**config.mk**
```make
export PLATFORM = sky130hd
export DESIGN_NAME = sbiu_bus_interface_unit
export DESIGN_NICKNAME = d
export VERILOG_FILES = /design/src/inc/sbiu_pkg.sv /design/src/rtl/sbiu_bus_interface_unit.sv
export SDC_FILE = /design/constraint.sdc
export NUM_CORES = 1
export LEC_CHECK = 0
export ABC_AREA = 1
export ABC_CLOCK_PERIOD_IN_PS = 3000
export BUFFER_PORTS_ARGS = -buffer_cell sky130_fd_sc_hd__buf_4
export CORE_MARGIN = 5
export CORE_UTILIZATION = 30
export CTS_CLUSTER_SIZE = 14
export DETAILED_ROUTE_END_ITERATION = 8
export PLACE_DENSITY = 0.55
export SLEW_MARGIN = 10
export SYNTH_ARGS = -nofsm -noshare
export SYNTH_HDL_FRONTEND = slang
export SYNTH_SLANG_ARGS = --single-unit
export TNS_END_PERCENT = 50
```
**constraint.sdc**
```tcl
create_clock -name clock -period 3 [get_ports clock]
set_input_delay 0.15 -clock clock [delete_from_list [all_inputs] [get_ports clock]]
set_output_delay 0.15 -clock clock [all_outputs]
set_load 0.02 [all_outputs]
```
**src/inc/sbiu_pkg.sv**
```systemverilog
package sbiu_pkg;

  // core transfer sizes
  localparam logic [1:0] SZ_BYTE = 2'h0;
  localparam logic [1:0] SZ_HALF = 2'h1;
  localparam logic [1:0] SZ_WORD = 2'h2;

  // decoded targets: 0 none, 1 internal peripheral bus, 2..6 chip select 0..4
  localparam logic [2:0] TGT_NONE = 3'h0;
  localparam logic [2:0] TGT_IPB = 3'h1;
  localparam logic [2:0] TGT_CS0 = 3'h2;
  localparam int NUM_REGIONS = 6;
  localparam int NUM_CS = 5;

  // decode windows, index 0 = peripheral bus, 1..5 = chip select 0..4
  localparam logic [NUM_REGIONS-1:0][31:0] REGION_BASE_DEF = {
    32'h0200_0000, 32'h01c0_0000, 32'h0180_0000, 32'h0140_0000, 32'h0100_0000, 32'h0004_0000};
  localparam logic [NUM_REGIONS-1:0][31:0] REGION_MASK_DEF = {
    32'hffc0_0000, 32'hffc0_0000, 32'hffc0_0000, 32'hffc0_0000, 32'hffc0_0000, 32'hfffc_0000};
  // per chip select: 1 = 16-bit device, 0 = 8-bit device on the low lane
  localparam logic [NUM_CS-1:0] CS_BUS16_DEF = 5'h1f;

  localparam int EXT_ADDR_W = 22;
  localparam int EXT_DATA_W = 16;
  localparam int PIN_SYNC_STAGES = 3;
  localparam logic [4:0] CS_IDLE_N = 5'h1f;
  localparam logic [1:0] LANES_OFF = 2'h0;

  typedef enum logic [1:0] {
    ST_IDLE = 2'b00,
    ST_SETUP = 2'b01,
    ST_STROBE = 2'b11,
    ST_HOLD = 2'b10
  } sbiu_fsm_t;

  typedef struct packed {
    sbiu_fsm_t state;
    logic [2:0] tgt;
    logic wr;
    logic unit16;
    logic xb16;
    logic [1:0] beat;
    logic [1:0] last;
    logic [4:0] cnt;
    logic [31:0] addr;
    logic [31:0] wdata;
    logic [31:0] rdata;
    logic core_ack;
    logic core_err;
    logic [21:0] ext_addr;
    logic [15:0] ext_dout;
    logic ext_doe;
    logic ext_rd_n;
    logic ext_wr_n;
    logic [4:0] cs_n;
    logic [1:0] lanes;
    logic [1:0] bls_pin;
    logic [2:0] port_d_out;
    logic [2:0] port_d_oe;
    logic ipb_sel;
    logic ipb_we;
    logic [17:0] ipb_addr;
    logic [15:0] ipb_wdata;
    logic [1:0] ipb_be;
    logic [15:0] sync1;
    logic [15:0] sync2;
    logic [15:0] sync3;
  } sbiu_state_t;

  localparam sbiu_state_t SBIU_RESET = '{
    state: ST_IDLE,
    ext_rd_n: 1'b1,
    ext_wr_n: 1'b1,
    cs_n: CS_IDLE_N,
    bls_pin: 2'h3,
    default: '0
  };

endpackage

```
**src/rtl/sbiu_bus_interface_unit.sv**
```systemverilog
// How it works
// - core accesses of 32 bits are split into beats of 8 or 16 bits as the selected target is wide.
// - each core address is matched against the decode windows and the matching select is asserted.
// - peripheral window accesses go out on the internal peripheral bus, chip select window accesses on the external memory bus.
// - only the bus of the current access is driven; the other bus holds still with its drivers off.
// - the external memory bus carries 16 data lines and 22 address lines.
// - chip select 0 (flash) and chip select 1 (ram) leave on dedicated pins.
// - two byte lane selects mark the lower and upper byte so single bytes reach 16-bit memory.
// - port d pins 0..2 carry gpio when their function bit is 0 and chip selects 2..4 when it is 1.
// - on-chip ram and boot rom sit on the core bus directly and fall in no window of this unit.
// - read strobe is low while external data is read, write strobe low while it is written.
// - the byte lane select polarity follows the bls_active_high configuration bit, except in reset, which loads both pins high.
// - addresses are byte addresses with a[1:0] zero for words and a[0] zero for halfwords.
// - the peripheral bus stays idle during external accesses and serves 8 and 16 bit peripherals.
`timescale 1ns/1ps
`default_nettype none

module sbiu_bus_interface_unit #(
  parameter logic [sbiu_pkg::NUM_REGIONS-1:0][31:0] REGION_BASE = sbiu_pkg::REGION_BASE_DEF,
  parameter logic [sbiu_pkg::NUM_REGIONS-1:0][31:0] REGION_MASK = sbiu_pkg::REGION_MASK_DEF,
  parameter logic [sbiu_pkg::NUM_CS-1:0] CS_BUS16 = sbiu_pkg::CS_BUS16_DEF
) (
  input wire logic clock,
  input wire logic rst_n,
  input wire logic ce,
  input wire logic core_req,
  input wire logic core_we,
  input wire logic [1:0] core_size,
  input wire logic [31:0] core_addr,
  input wire logic [31:0] core_wdata,
  output logic core_ack,
  output logic core_err,
  output logic [31:0] core_rdata,
  input wire logic bls_active_high,
  input wire logic [3:0] ext_wait_states,
  output logic [sbiu_pkg::EXT_ADDR_W-1:0] ext_addr,
  output logic [sbiu_pkg::EXT_DATA_W-1:0] ext_data_out,
  output logic ext_data_oe,
  input wire logic [sbiu_pkg::EXT_DATA_W-1:0] ext_data_in,
  output logic ext_read_n,
  output logic ext_write_n,
  output logic cs0_n,
  output logic cs1_n,
  output logic [1:0] byte_lane_select,
  input wire logic [2:0] port_d_func_sel,
  input wire logic [2:0] gpio_d_out,
  input wire logic [2:0] gpio_d_oe,
  output logic [2:0] port_d_out,
  output logic [2:0] port_d_oe,
  input wire logic ipb_port16,
  output logic ipb_sel,
  output logic ipb_we,
  output logic [17:0] ipb_addr,
  output logic [15:0] ipb_wdata,
  output logic [1:0] ipb_be,
  input wire logic [15:0] ipb_rdata,
  input wire logic ipb_ack
);
  import sbiu_pkg::*;

  sbiu_state_t q_ff;
  sbiu_state_t nxt_q;

  // first matching window wins, so two overlapping windows never raise two selects
  function automatic logic [2:0] decode_target(input logic [31:0] a);
    logic [2:0] hit;
    hit = TGT_NONE;
    for (int i = NUM_REGIONS - 1; i >= 0; i--) begin
      if ((a & REGION_MASK[i]) == REGION_BASE[i]) begin
        hit = 3'(i + 1);
      end
    end
    return hit;
  endfunction

  logic is_ext;
  logic [31:0] beat_addr;
  logic [5:0] shamt;
  logic [15:0] wchunk;
  logic [15:0] bus_in;
  logic [15:0] rchunk;
  logic [2:0] cs_idx;
  logic [2:0] req_tgt;
  logic req_unit16;
  logic req_xb16;
  logic [1:0] req_last;

  always_comb begin
    nxt_q = q_ff;
    nxt_q.core_ack = 1'b0;
    nxt_q.core_err = 1'b0;
    // external data pins pass three stages before use
    nxt_q.sync1 = ext_data_in;
    nxt_q.sync2 = q_ff.sync1;
    nxt_q.sync3 = q_ff.sync2;

    is_ext = q_ff.tgt >= TGT_CS0;
    cs_idx = q_ff.tgt - TGT_CS0;
    beat_addr = q_ff.addr + (q_ff.xb16 ? {29'h0, q_ff.beat, 1'b0} : {30'h0, q_ff.beat});
    shamt = q_ff.xb16 ? {q_ff.beat, 4'h0} : {1'b0, q_ff.beat, 3'h0};
    wchunk = 16'(q_ff.wdata >> shamt);
    bus_in = is_ext ? q_ff.sync3 : ipb_rdata;
    if (q_ff.xb16) begin
      rchunk = bus_in;
    end else if (q_ff.unit16 && beat_addr[0]) begin
      rchunk = {8'h00, bus_in[15:8]};
    end else begin
      rchunk = {8'h00, bus_in[7:0]};
    end

    req_tgt = decode_target(core_addr);
    if (req_tgt == TGT_IPB) begin
      req_unit16 = ipb_port16;
    end else if (req_tgt >= TGT_CS0) begin
      req_unit16 = CS_BUS16[3'(req_tgt - TGT_CS0)];
    end else begin
      req_unit16 = 1'b0;
    end
    req_xb16 = req_unit16 && (core_size != SZ_BYTE);
    // beats minus one: word on 16 bits = 1, word on 8 bits = 3, half on 8 bits = 1
    if (core_size == SZ_WORD) begin
      req_last = req_xb16 ? 2'h1 : 2'h3;
    end else if (core_size == SZ_HALF) begin
      req_last = req_xb16 ? 2'h0 : 2'h1;
    end else begin
      req_last = 2'h0;
    end

    case (q_ff.state)
      ST_IDLE: begin
        if (core_req) begin
          if (req_tgt == TGT_NONE) begin
            nxt_q.core_ack = 1'b1;
            nxt_q.core_err = 1'b1;
          end else begin
            nxt_q.tgt = req_tgt;
            nxt_q.wr = core_we;
            nxt_q.unit16 = req_unit16;
            nxt_q.xb16 = req_xb16;
            nxt_q.last = req_last;
            nxt_q.beat = 2'h0;
            nxt_q.wdata = core_wdata;
            nxt_q.rdata = 32'h0;
            if (core_size == SZ_WORD) begin
              nxt_q.addr = {core_addr[31:2], 2'h0};
            end else if (core_size == SZ_HALF) begin
              nxt_q.addr = {core_addr[31:1], 1'b0};
            end else begin
              nxt_q.addr = core_addr;
            end
            nxt_q.state = ST_SETUP;
          end
        end
      end
      ST_SETUP: begin
        if (is_ext) begin
          nxt_q.ext_addr = beat_addr[EXT_ADDR_W-1:0];
          nxt_q.cs_n = CS_IDLE_N & ~(5'h01 << cs_idx);
          if (q_ff.xb16) begin
            nxt_q.lanes = 2'h3;
          end else if (q_ff.unit16 && beat_addr[0]) begin
            nxt_q.lanes = 2'h2;
          end else begin
            nxt_q.lanes = 2'h1;
          end
          // a byte is copied on both lanes; the lane selects pick the one that counts
          nxt_q.ext_dout = q_ff.xb16 ? wchunk : {wchunk[7:0], wchunk[7:0]};
          nxt_q.ext_doe = q_ff.wr;
          nxt_q.ext_rd_n = q_ff.wr;
          nxt_q.ext_wr_n = ~q_ff.wr;
          // strobe stretched by the pin synchroniser depth so read data is settled when caught
          nxt_q.cnt = 5'(ext_wait_states) + 5'(PIN_SYNC_STAGES);
        end else begin
          nxt_q.ipb_sel = 1'b1;
          nxt_q.ipb_we = q_ff.wr;
          nxt_q.ipb_addr = beat_addr[17:0];
          nxt_q.ipb_wdata = q_ff.xb16 ? wchunk : {wchunk[7:0], wchunk[7:0]};
          nxt_q.ipb_be = q_ff.xb16 ? 2'h3 : (q_ff.unit16 && beat_addr[0] ? 2'h2 : 2'h1);
        end
        nxt_q.state = ST_STROBE;
      end
      ST_STROBE: begin
        if (is_ext) begin
          if (q_ff.cnt == 5'h0) begin
            if (!q_ff.wr) begin
              nxt_q.rdata = q_ff.rdata | 32'({16'h0, rchunk} << shamt);
            end
            nxt_q.ext_rd_n = 1'b1;
            nxt_q.ext_wr_n = 1'b1;
            nxt_q.state = ST_HOLD;
          end else begin
            nxt_q.cnt = q_ff.cnt - 5'h1;
          end
        end else if (ipb_ack) begin
          if (!q_ff.wr) begin
            nxt_q.rdata = q_ff.rdata | 32'({16'h0, rchunk} << shamt);
          end
          nxt_q.ipb_sel = 1'b0;
          nxt_q.ipb_we = 1'b0;
          nxt_q.state = ST_HOLD;
        end
      end
      ST_HOLD: begin
        // address and data lines keep their last value to avoid toggling
        nxt_q.cs_n = CS_IDLE_N;
        nxt_q.lanes = LANES_OFF;
        nxt_q.ext_doe = 1'b0;
        nxt_q.ipb_be = 2'h0;
        if (q_ff.beat == q_ff.last) begin
          nxt_q.core_ack = 1'b1;
          nxt_q.state = ST_IDLE;
        end else begin
          nxt_q.beat = q_ff.beat + 2'h1;
          nxt_q.state = ST_SETUP;
        end
      end
      default: begin
        nxt_q.state = ST_IDLE;
      end
    endcase

    nxt_q.bls_pin = bls_active_high ? nxt_q.lanes : ~nxt_q.lanes;
    for (int i = 0; i < 3; i++) begin
      nxt_q.port_d_out[i] = port_d_func_sel[i] ? nxt_q.cs_n[i + 2] : gpio_d_out[i];
      nxt_q.port_d_oe[i] = port_d_func_sel[i] ? 1'b1 : gpio_d_oe[i];
    end
  end

  always_ff @(posedge clock) begin
    if (!rst_n) begin
      q_ff <= SBIU_RESET;
    end else if (ce) begin
      q_ff <= nxt_q;
    end
  end

  assign core_ack = q_ff.core_ack;
  assign core_err = q_ff.core_err;
  assign core_rdata = q_ff.rdata;
  assign ext_addr = q_ff.ext_addr;
  assign ext_data_out = q_ff.ext_dout;
  assign ext_data_oe = q_ff.ext_doe;
  assign ext_read_n = q_ff.ext_rd_n;
  assign ext_write_n = q_ff.ext_wr_n;
  assign cs0_n = q_ff.cs_n[0];
  assign cs1_n = q_ff.cs_n[1];
  assign byte_lane_select = q_ff.bls_pin;
  assign port_d_out = q_ff.port_d_out;
  assign port_d_oe = q_ff.port_d_oe;
  assign ipb_sel = q_ff.ipb_sel;
  assign ipb_we = q_ff.ipb_we;
  assign ipb_addr = q_ff.ipb_addr;
  assign ipb_wdata = q_ff.ipb_wdata;
  assign ipb_be = q_ff.ipb_be;

endmodule

`default_nettype wire

```
# Yosys cells after proc, flatten, opt, wreduce, memory -nomap -nowiden
# Memory sizes are Yosys's and may differ from the RTL's.
# Index checks and enable logic that the tools add are counted.
[totals]
regBits = 247
romBits = 8
inputBits = 119
output_inout_bits = 123
elab_cells = 162
n_memories = 1
[mem_list]
columns = ["memory", "words", "word_bits", "read_ports", "rd_clocked_by_memory_dff", "write_ports", "line_no", "rtl"]
rows = [
  ["(no name shown)", 8, 1, 1, 0, 0, "sbiu_bus_interface_unit.sv:115", "req_unit16 = CS_BUS16[3'(req_tgt - TGT_CS0)];"],
]
[classes]
add_sub_neg = 6
magnitude_cmp = 3
eq_ne = 25
n_shift = 3
n_mux = 65
bitwise_logic = 6
n_reduce_logical = 21
[ops]
columns = ["operator", "n"]
rows = [
  ["32-bit 2-to-1 mux", 5],
  ["32-bit case mux with 2 select lines", 1],
  ["16-bit 2-to-1 mux", 3],
  ["10-bit by 3-bit equality test with 1-bit output, second input constant", 4],
  ["38-bit 2-to-1 mux", 1],
  ["34-bit 2-to-1 mux", 1],
  ["32-bit OR", 1],
  ["16-bit by 6-bit << shifter with 32-bit output", 1],
  ["32-bit by 6-bit right shift with 16-bit output", 1],
  ["2-bit 2-to-1 mux", 15],
  ["5-bit AND reduction", 5],
  ["12-bit 2-to-1 mux", 2],
  ["22-bit by 3-bit adder with 22-bit output", 1],
  ["3-bit 2-to-1 mux", 7],
  ["2-bit != test, second input constant", 10],
  ["2-bit case mux with 2 select lines", 4],
  ["1-bit 2-to-1 mux", 15],
  ["5-bit 2-to-1 mux", 3],
  ["14-bit by 1-bit equality test with 1-bit output, second input constant", 1],
  ["7-bit case mux with 2 select lines", 1],
  ["3-bit AND reduction", 4],
  ["10-bit by 4-bit equality test with 1-bit output, second input constant", 1],
  ["10-bit 2-to-1 mux", 1],
  ["5-bit case mux with 2 select lines", 1],
  ["other kinds (26)", 40],
]

# Logic depth before layout (Yosys ltp)
[logic_depth]
depth_word = 19
depth_mapped = 16

# Least setup slack after synthesis
# No wires, ideal clock.
[synth_timing]
path_type = "reg-to-reg"
from = "reg q_ff[249] in the netlist's numbering"
to = "reg q_ff (netlist bit ext_addr[16])"
setup_time_ns = 0.116
arrival_ns = 2.353
t_required_ns = 2.884
setup_slack_ns = 0.531
stages_incl_launch_ff = 15
path_buffers = 2
period_less_slack_ns = 2.469
cell_sequence = "dfxtp_1 -> buf_2 -> nor2_2 -> buf_2 -> ha_1 -> inv_1 -> fa_1 -> inv_1 -> nand2_1 -> a21oi_1 -> nand2_1 -> o21ai_0 -> nand3_1 -> o211ai_1 -> inv_1"
[synth_via]
elab_chain_len = 2
[synth_lines]
columns = ["element", "line_no", "rtl"]
rows = [
  ["from (decl)", "sbiu_bus_interface_unit.sv:61", "sbiu_state_t q_ff;"],
  ["from (signal assigned)", "sbiu_bus_interface_unit.sv:233", "q_ff <= nxt_q;"],
  ["3-bit 2-to-1 mux", "sbiu_bus_interface_unit.sv:99", "beat_addr = q_ff.addr + (q_ff.xb16 ? {29'h0, q_ff.beat, 1'b0} : {30'h0, q_ff.beat});"],
  ["22-bit by 3-bit adder with 22-bit output", "sbiu_bus_interface_unit.sv:99", ""],
]
# Every way passes these cells.
# A chain may end at the register's enable or synchronous reset.

# Worst setup path after layout
[layout_timing]
from = "reg q_ff[255] in the netlist's numbering"
to = "reg q_ff[251] in the netlist's numbering"
[layout_via]
elab_chain_len = 2
[layout_lines]
columns = ["element", "line_no", "rtl"]
rows = [
  ["2-bit logical NOT", "sbiu_bus_interface_unit.sv:129", "case (q_ff.state)"],
  ["4-bit AND reduction (no line)", "-", ""],
]
# Every way passes these cells.

==> impl_metrics.tcl <==
set metrics [dict create \
    critPathArrivalTime_ns 3.21 \
    synth-edff-count 0 \
    yosysTopAreaCell "dfxtp_1" \
    rsz0062_at_grt "false" \
    timing.final.crit_share_pct 91.9 \
    highest_layer "met4" \
    grt_pass1_vias 11100 \
    endpoint_kind "register" \
    die_area_sq_um 45400 \
    dr_wl_met3_mm 2.26 \
    synth.distinct_cells 44 \
    syn-num-nets 1896 \
    start_kind "register" \
    holdCritPathClass "input port to register" \
    p_leak_nw 7.00 \
    cp_common_cell "nor2_1" \
    cts_tree "done" \
    die_y_um 213 \
    crit_family "buffers and inverters" \
    cts-root-buf "clkbuf_16" \
    drv_slew 0 \
    fin_util_pct 38.6 \
    cp_num_buf_inv 3 \
    slowest_stage "dlygate4sd3_1" \
    first_iter_violations 686 \
    ir_worst_vdd_uv 415 \
    clk_latency_ns 0.56 \
    diodes 0 \
    cp_data_required_time_ns 3.45 \
    worstPathCellList "inv_1, ha_1, nand2_1, nor2_4, inv_2, nor2_1, nor2_1, dlygate4sd3_1" \
    period_minus_slack_ns 2.76 \
    drtPass1Iterations 5 \
    grt_first_pass_wirelength_mm 61.1 \
    drcViolationCount 0 \
    grt_use_total_pct 16.6 \
    syn_area_sq_um 12400 \
    yosysMostFrequentCell "nor2_1" \
    wl_met1_mm 18.0 \
    gr-total-overflow 0 \
    yosysWarnings 0 \
    clockBufferDepth 3 \
    dominantRegCellSynth "dfxtp_1" \
    relSlewSlack_pct 32.8 \
    timing.setup.tns_ns 0 \
    htree_levels 1 \
    finalSetupViolations 0 \
    clk_pin_slew_ns 0.06 \
    cts_setup_buffers 0 \
    antenna_found_initial 0 \
    syn_area_per_cell_sq_um 7.02 \
    gp_congestion 0.853 \
    maxCapViolCount 0 \
    rows 74 \
    netlist.area_leader.share_pct 39.9 \
    vias 11600 \
    ys_ff_latch 247 \
    wl_met2_mm 18.4 \
    clock_skew_ns 0.00963 \
    ant_nets 0 \
    drive_gt1_share_pct 18.0 \
    hold_violations 0 \
    status "completed" \
    ys_top_cells_by_count "nor2_1 (341), dfxtp_1 (247), nand2_1 (244)" \
    core_sq_um 40800 \
    wire_per_inst_um 15.8 \
    async_flop_share_pct 0 \
    ys_seq_area_share_pct 39.9 \
    die_w_um 213 \
    grt_max_degree 75 \
    dpl.hpwl_mm 28.2 \
    synth_area_leaders "dfxtp_1 (40%), nor2_1 (10%), buf_4 (7.8%)" \
    via_per_inst 4.66 \
    synth_cells 1764 \
    area_growth_pct 27.3 \
    ios 242 \
    slowest_delay_ns 0.55 \
    tightest_slew_ns 1.01 \
    clock_sinks 247 \
    fmax_mhz 363 \
    start_util_pct 30.3 \
    io_buffers 241 \
    wl_mm 39.4 \
    power_density_nw_per_um2 505 \
    worst-setup-path-type "register to register" \
    crit_path_max_fanout 53 \
    cts_buffers 30 \
    finalNetCount 2074 \
]
-- sequential cells by signal, indices dropped and copies added (netlist names) --
register	count
core_rdata	32
ipb_wdata	16
ipb_sel	1
port_d_out	3
ext_addr	22
core_err	1
ext_read_n	1
cs0_n	1
port_d_oe	3
core_ack	1
ext_data_out	16
ext_write_n	1
cs1_n	1
ipb_be	2
nxt_q	32
ext_data_oe	1
ipb_addr	18
q_ff	92
ipb_we	1
byte_lane_select	2
-- cells by family after synthesis --
logic type,synth area share [%]
AOI/OAI and AO/OA,14.3
xor gates and xnor gates,0.778
adders and majority gates,1.37
buffers and inverters,15.7
DFF,39.9
and+or+nand+nor,27.9
-- final cells by class --
| class | instances | area [sq um] |
|---|---|---|
| Sequential cell | 247 | 4940 |
| Timing Repair Buffer | 353 | 2920 |
| Clock buffer | 40 | 850 |
| Inverter | 162 | 608 |
| Clock inverter | 15 | 263 |
| Multi-Input combinational cell | 1148 | 5510 |
| Tap cell | 532 | 666 |
| Fill cell | 4301 | 25100 |
-- worst paths after layout --
kind / start / endpoint / slack, ns / cells after the start
max: q_ff[255]$_SDFFE_PN0P_ / q_ff[251]$_SDFFE_PN0P_ / 0.24 / 8
min: core_req / q_ff[255]$_SDFFE_PN0P_ / 0.04 / 5
max reg2reg: q_ff[255]$_SDFFE_PN0P_ / q_ff[251]$_SDFFE_PN0P_ / 0.24 / 8
min reg2reg: core_rdata[23]$_SDFFE_PN0P_ / core_rdata[23]$_SDFFE_PN0P_ / 0.45 / 2
-- metrics by stage --
step	instances	hold WS [ns]	worst slack (ns)	instance area [sq um]	total power [mW]
floorplan	1764	0.275	0.531	12400	3.68
global placement	2344	0.363	0.415	13700	3.88
detailed placement	2344	0.369	0.281	13700	3.89
CTS	2497	0.00105	0.0269	15800	8.08
global route	2497	0.0293	0.00114	15800	8.27
finish	2497	0.0405	0.242	15800	7.96
-- power by group --
group | total [mW] | internal, mW | switching [mW]
Sequential | 3.37 | 3.34 | 0.0320
Combinational | 0.543 | 0.270 | 0.273
Clock | 4.05 | 2.58 | 1.46
-- placed cells by master, fill, tap and decap left out, types with 2 or more instances in the layout --
| cell type | netlist | routed |
|---|---|---|
| nor2_1 | 341 | 341 |
| buf_4 | 128 | 253 |
| dfxtp_1 | 247 | 247 |
| nand2_1 | 244 | 244 |
| o21ai_0 | 169 | 169 |
| inv_1 | 149 | 148 |
| nand3_1 | 137 | 137 |
| dlygate4sd3_1 | 0 | 98 |
| a21oi_1 | 78 | 78 |
| o211ai_1 | 40 | 40 |
| clkbuf_16 | 0 | 31 |
| nand4_1 | 26 | 26 |
| nor3_1 | 17 | 17 |
| o21ai_1 | 15 | 15 |
| inv_2 | 10 | 11 |
| or2_2 | 11 | 11 |
| ha_1 | 12 | 11 |
| xor2_1 | 10 | 10 |
| nor2_4 | 5 | 7 |
| bufinv_16 | 0 | 7 |
| a31oi_1 | 5 | 5 |
| o21a_1 | 5 | 5 |
| clkbuf_1 | 36 | 5 |
| nand2_2 | 4 | 4 |
| clkbuf_8 | 0 | 4 |
| clkinv_2 | 0 | 4 |
| nand3_2 | 3 | 3 |
| clkinv_1 | 3 | 3 |
| o21ai_4 | 2 | 2 |
| nand3_4 | 2 | 2 |
| nand2_4 | 2 | 2 |
| nor3b_1 | 2 | 2 |
| nor4_1 | 2 | 2 |
| o21bai_1 | 2 | 2 |
| clkinvlp_4 | 0 | 2 |
| buf_12 | 0 | 2 |
-- worst reg2reg max path, delay by kind of cell (launching register included) --
kind	cells	cell delay [ns]
buf+inv	3	1.16
simple gates	4	0.86
flops	1	0.35
fa+ha+maj	1	0.30
-- repair_timing --
item | CTS | global route
gates resized for setup | 0 | 1
endpoints found under the setup margin | 0 | 1
hold buffers | 98 | 0
endpoints found under the hold margin | 93 | 0
-- per-layer routing --
metal / vias up / track usage, %
met2: 280 / 27.7
met1: 5369 / 22.6
met3: 47 / 2.79
met5: - / 0
met4: 0 / 3.71
li1: 5951 / -
Power figures use the tool's default switching activity.
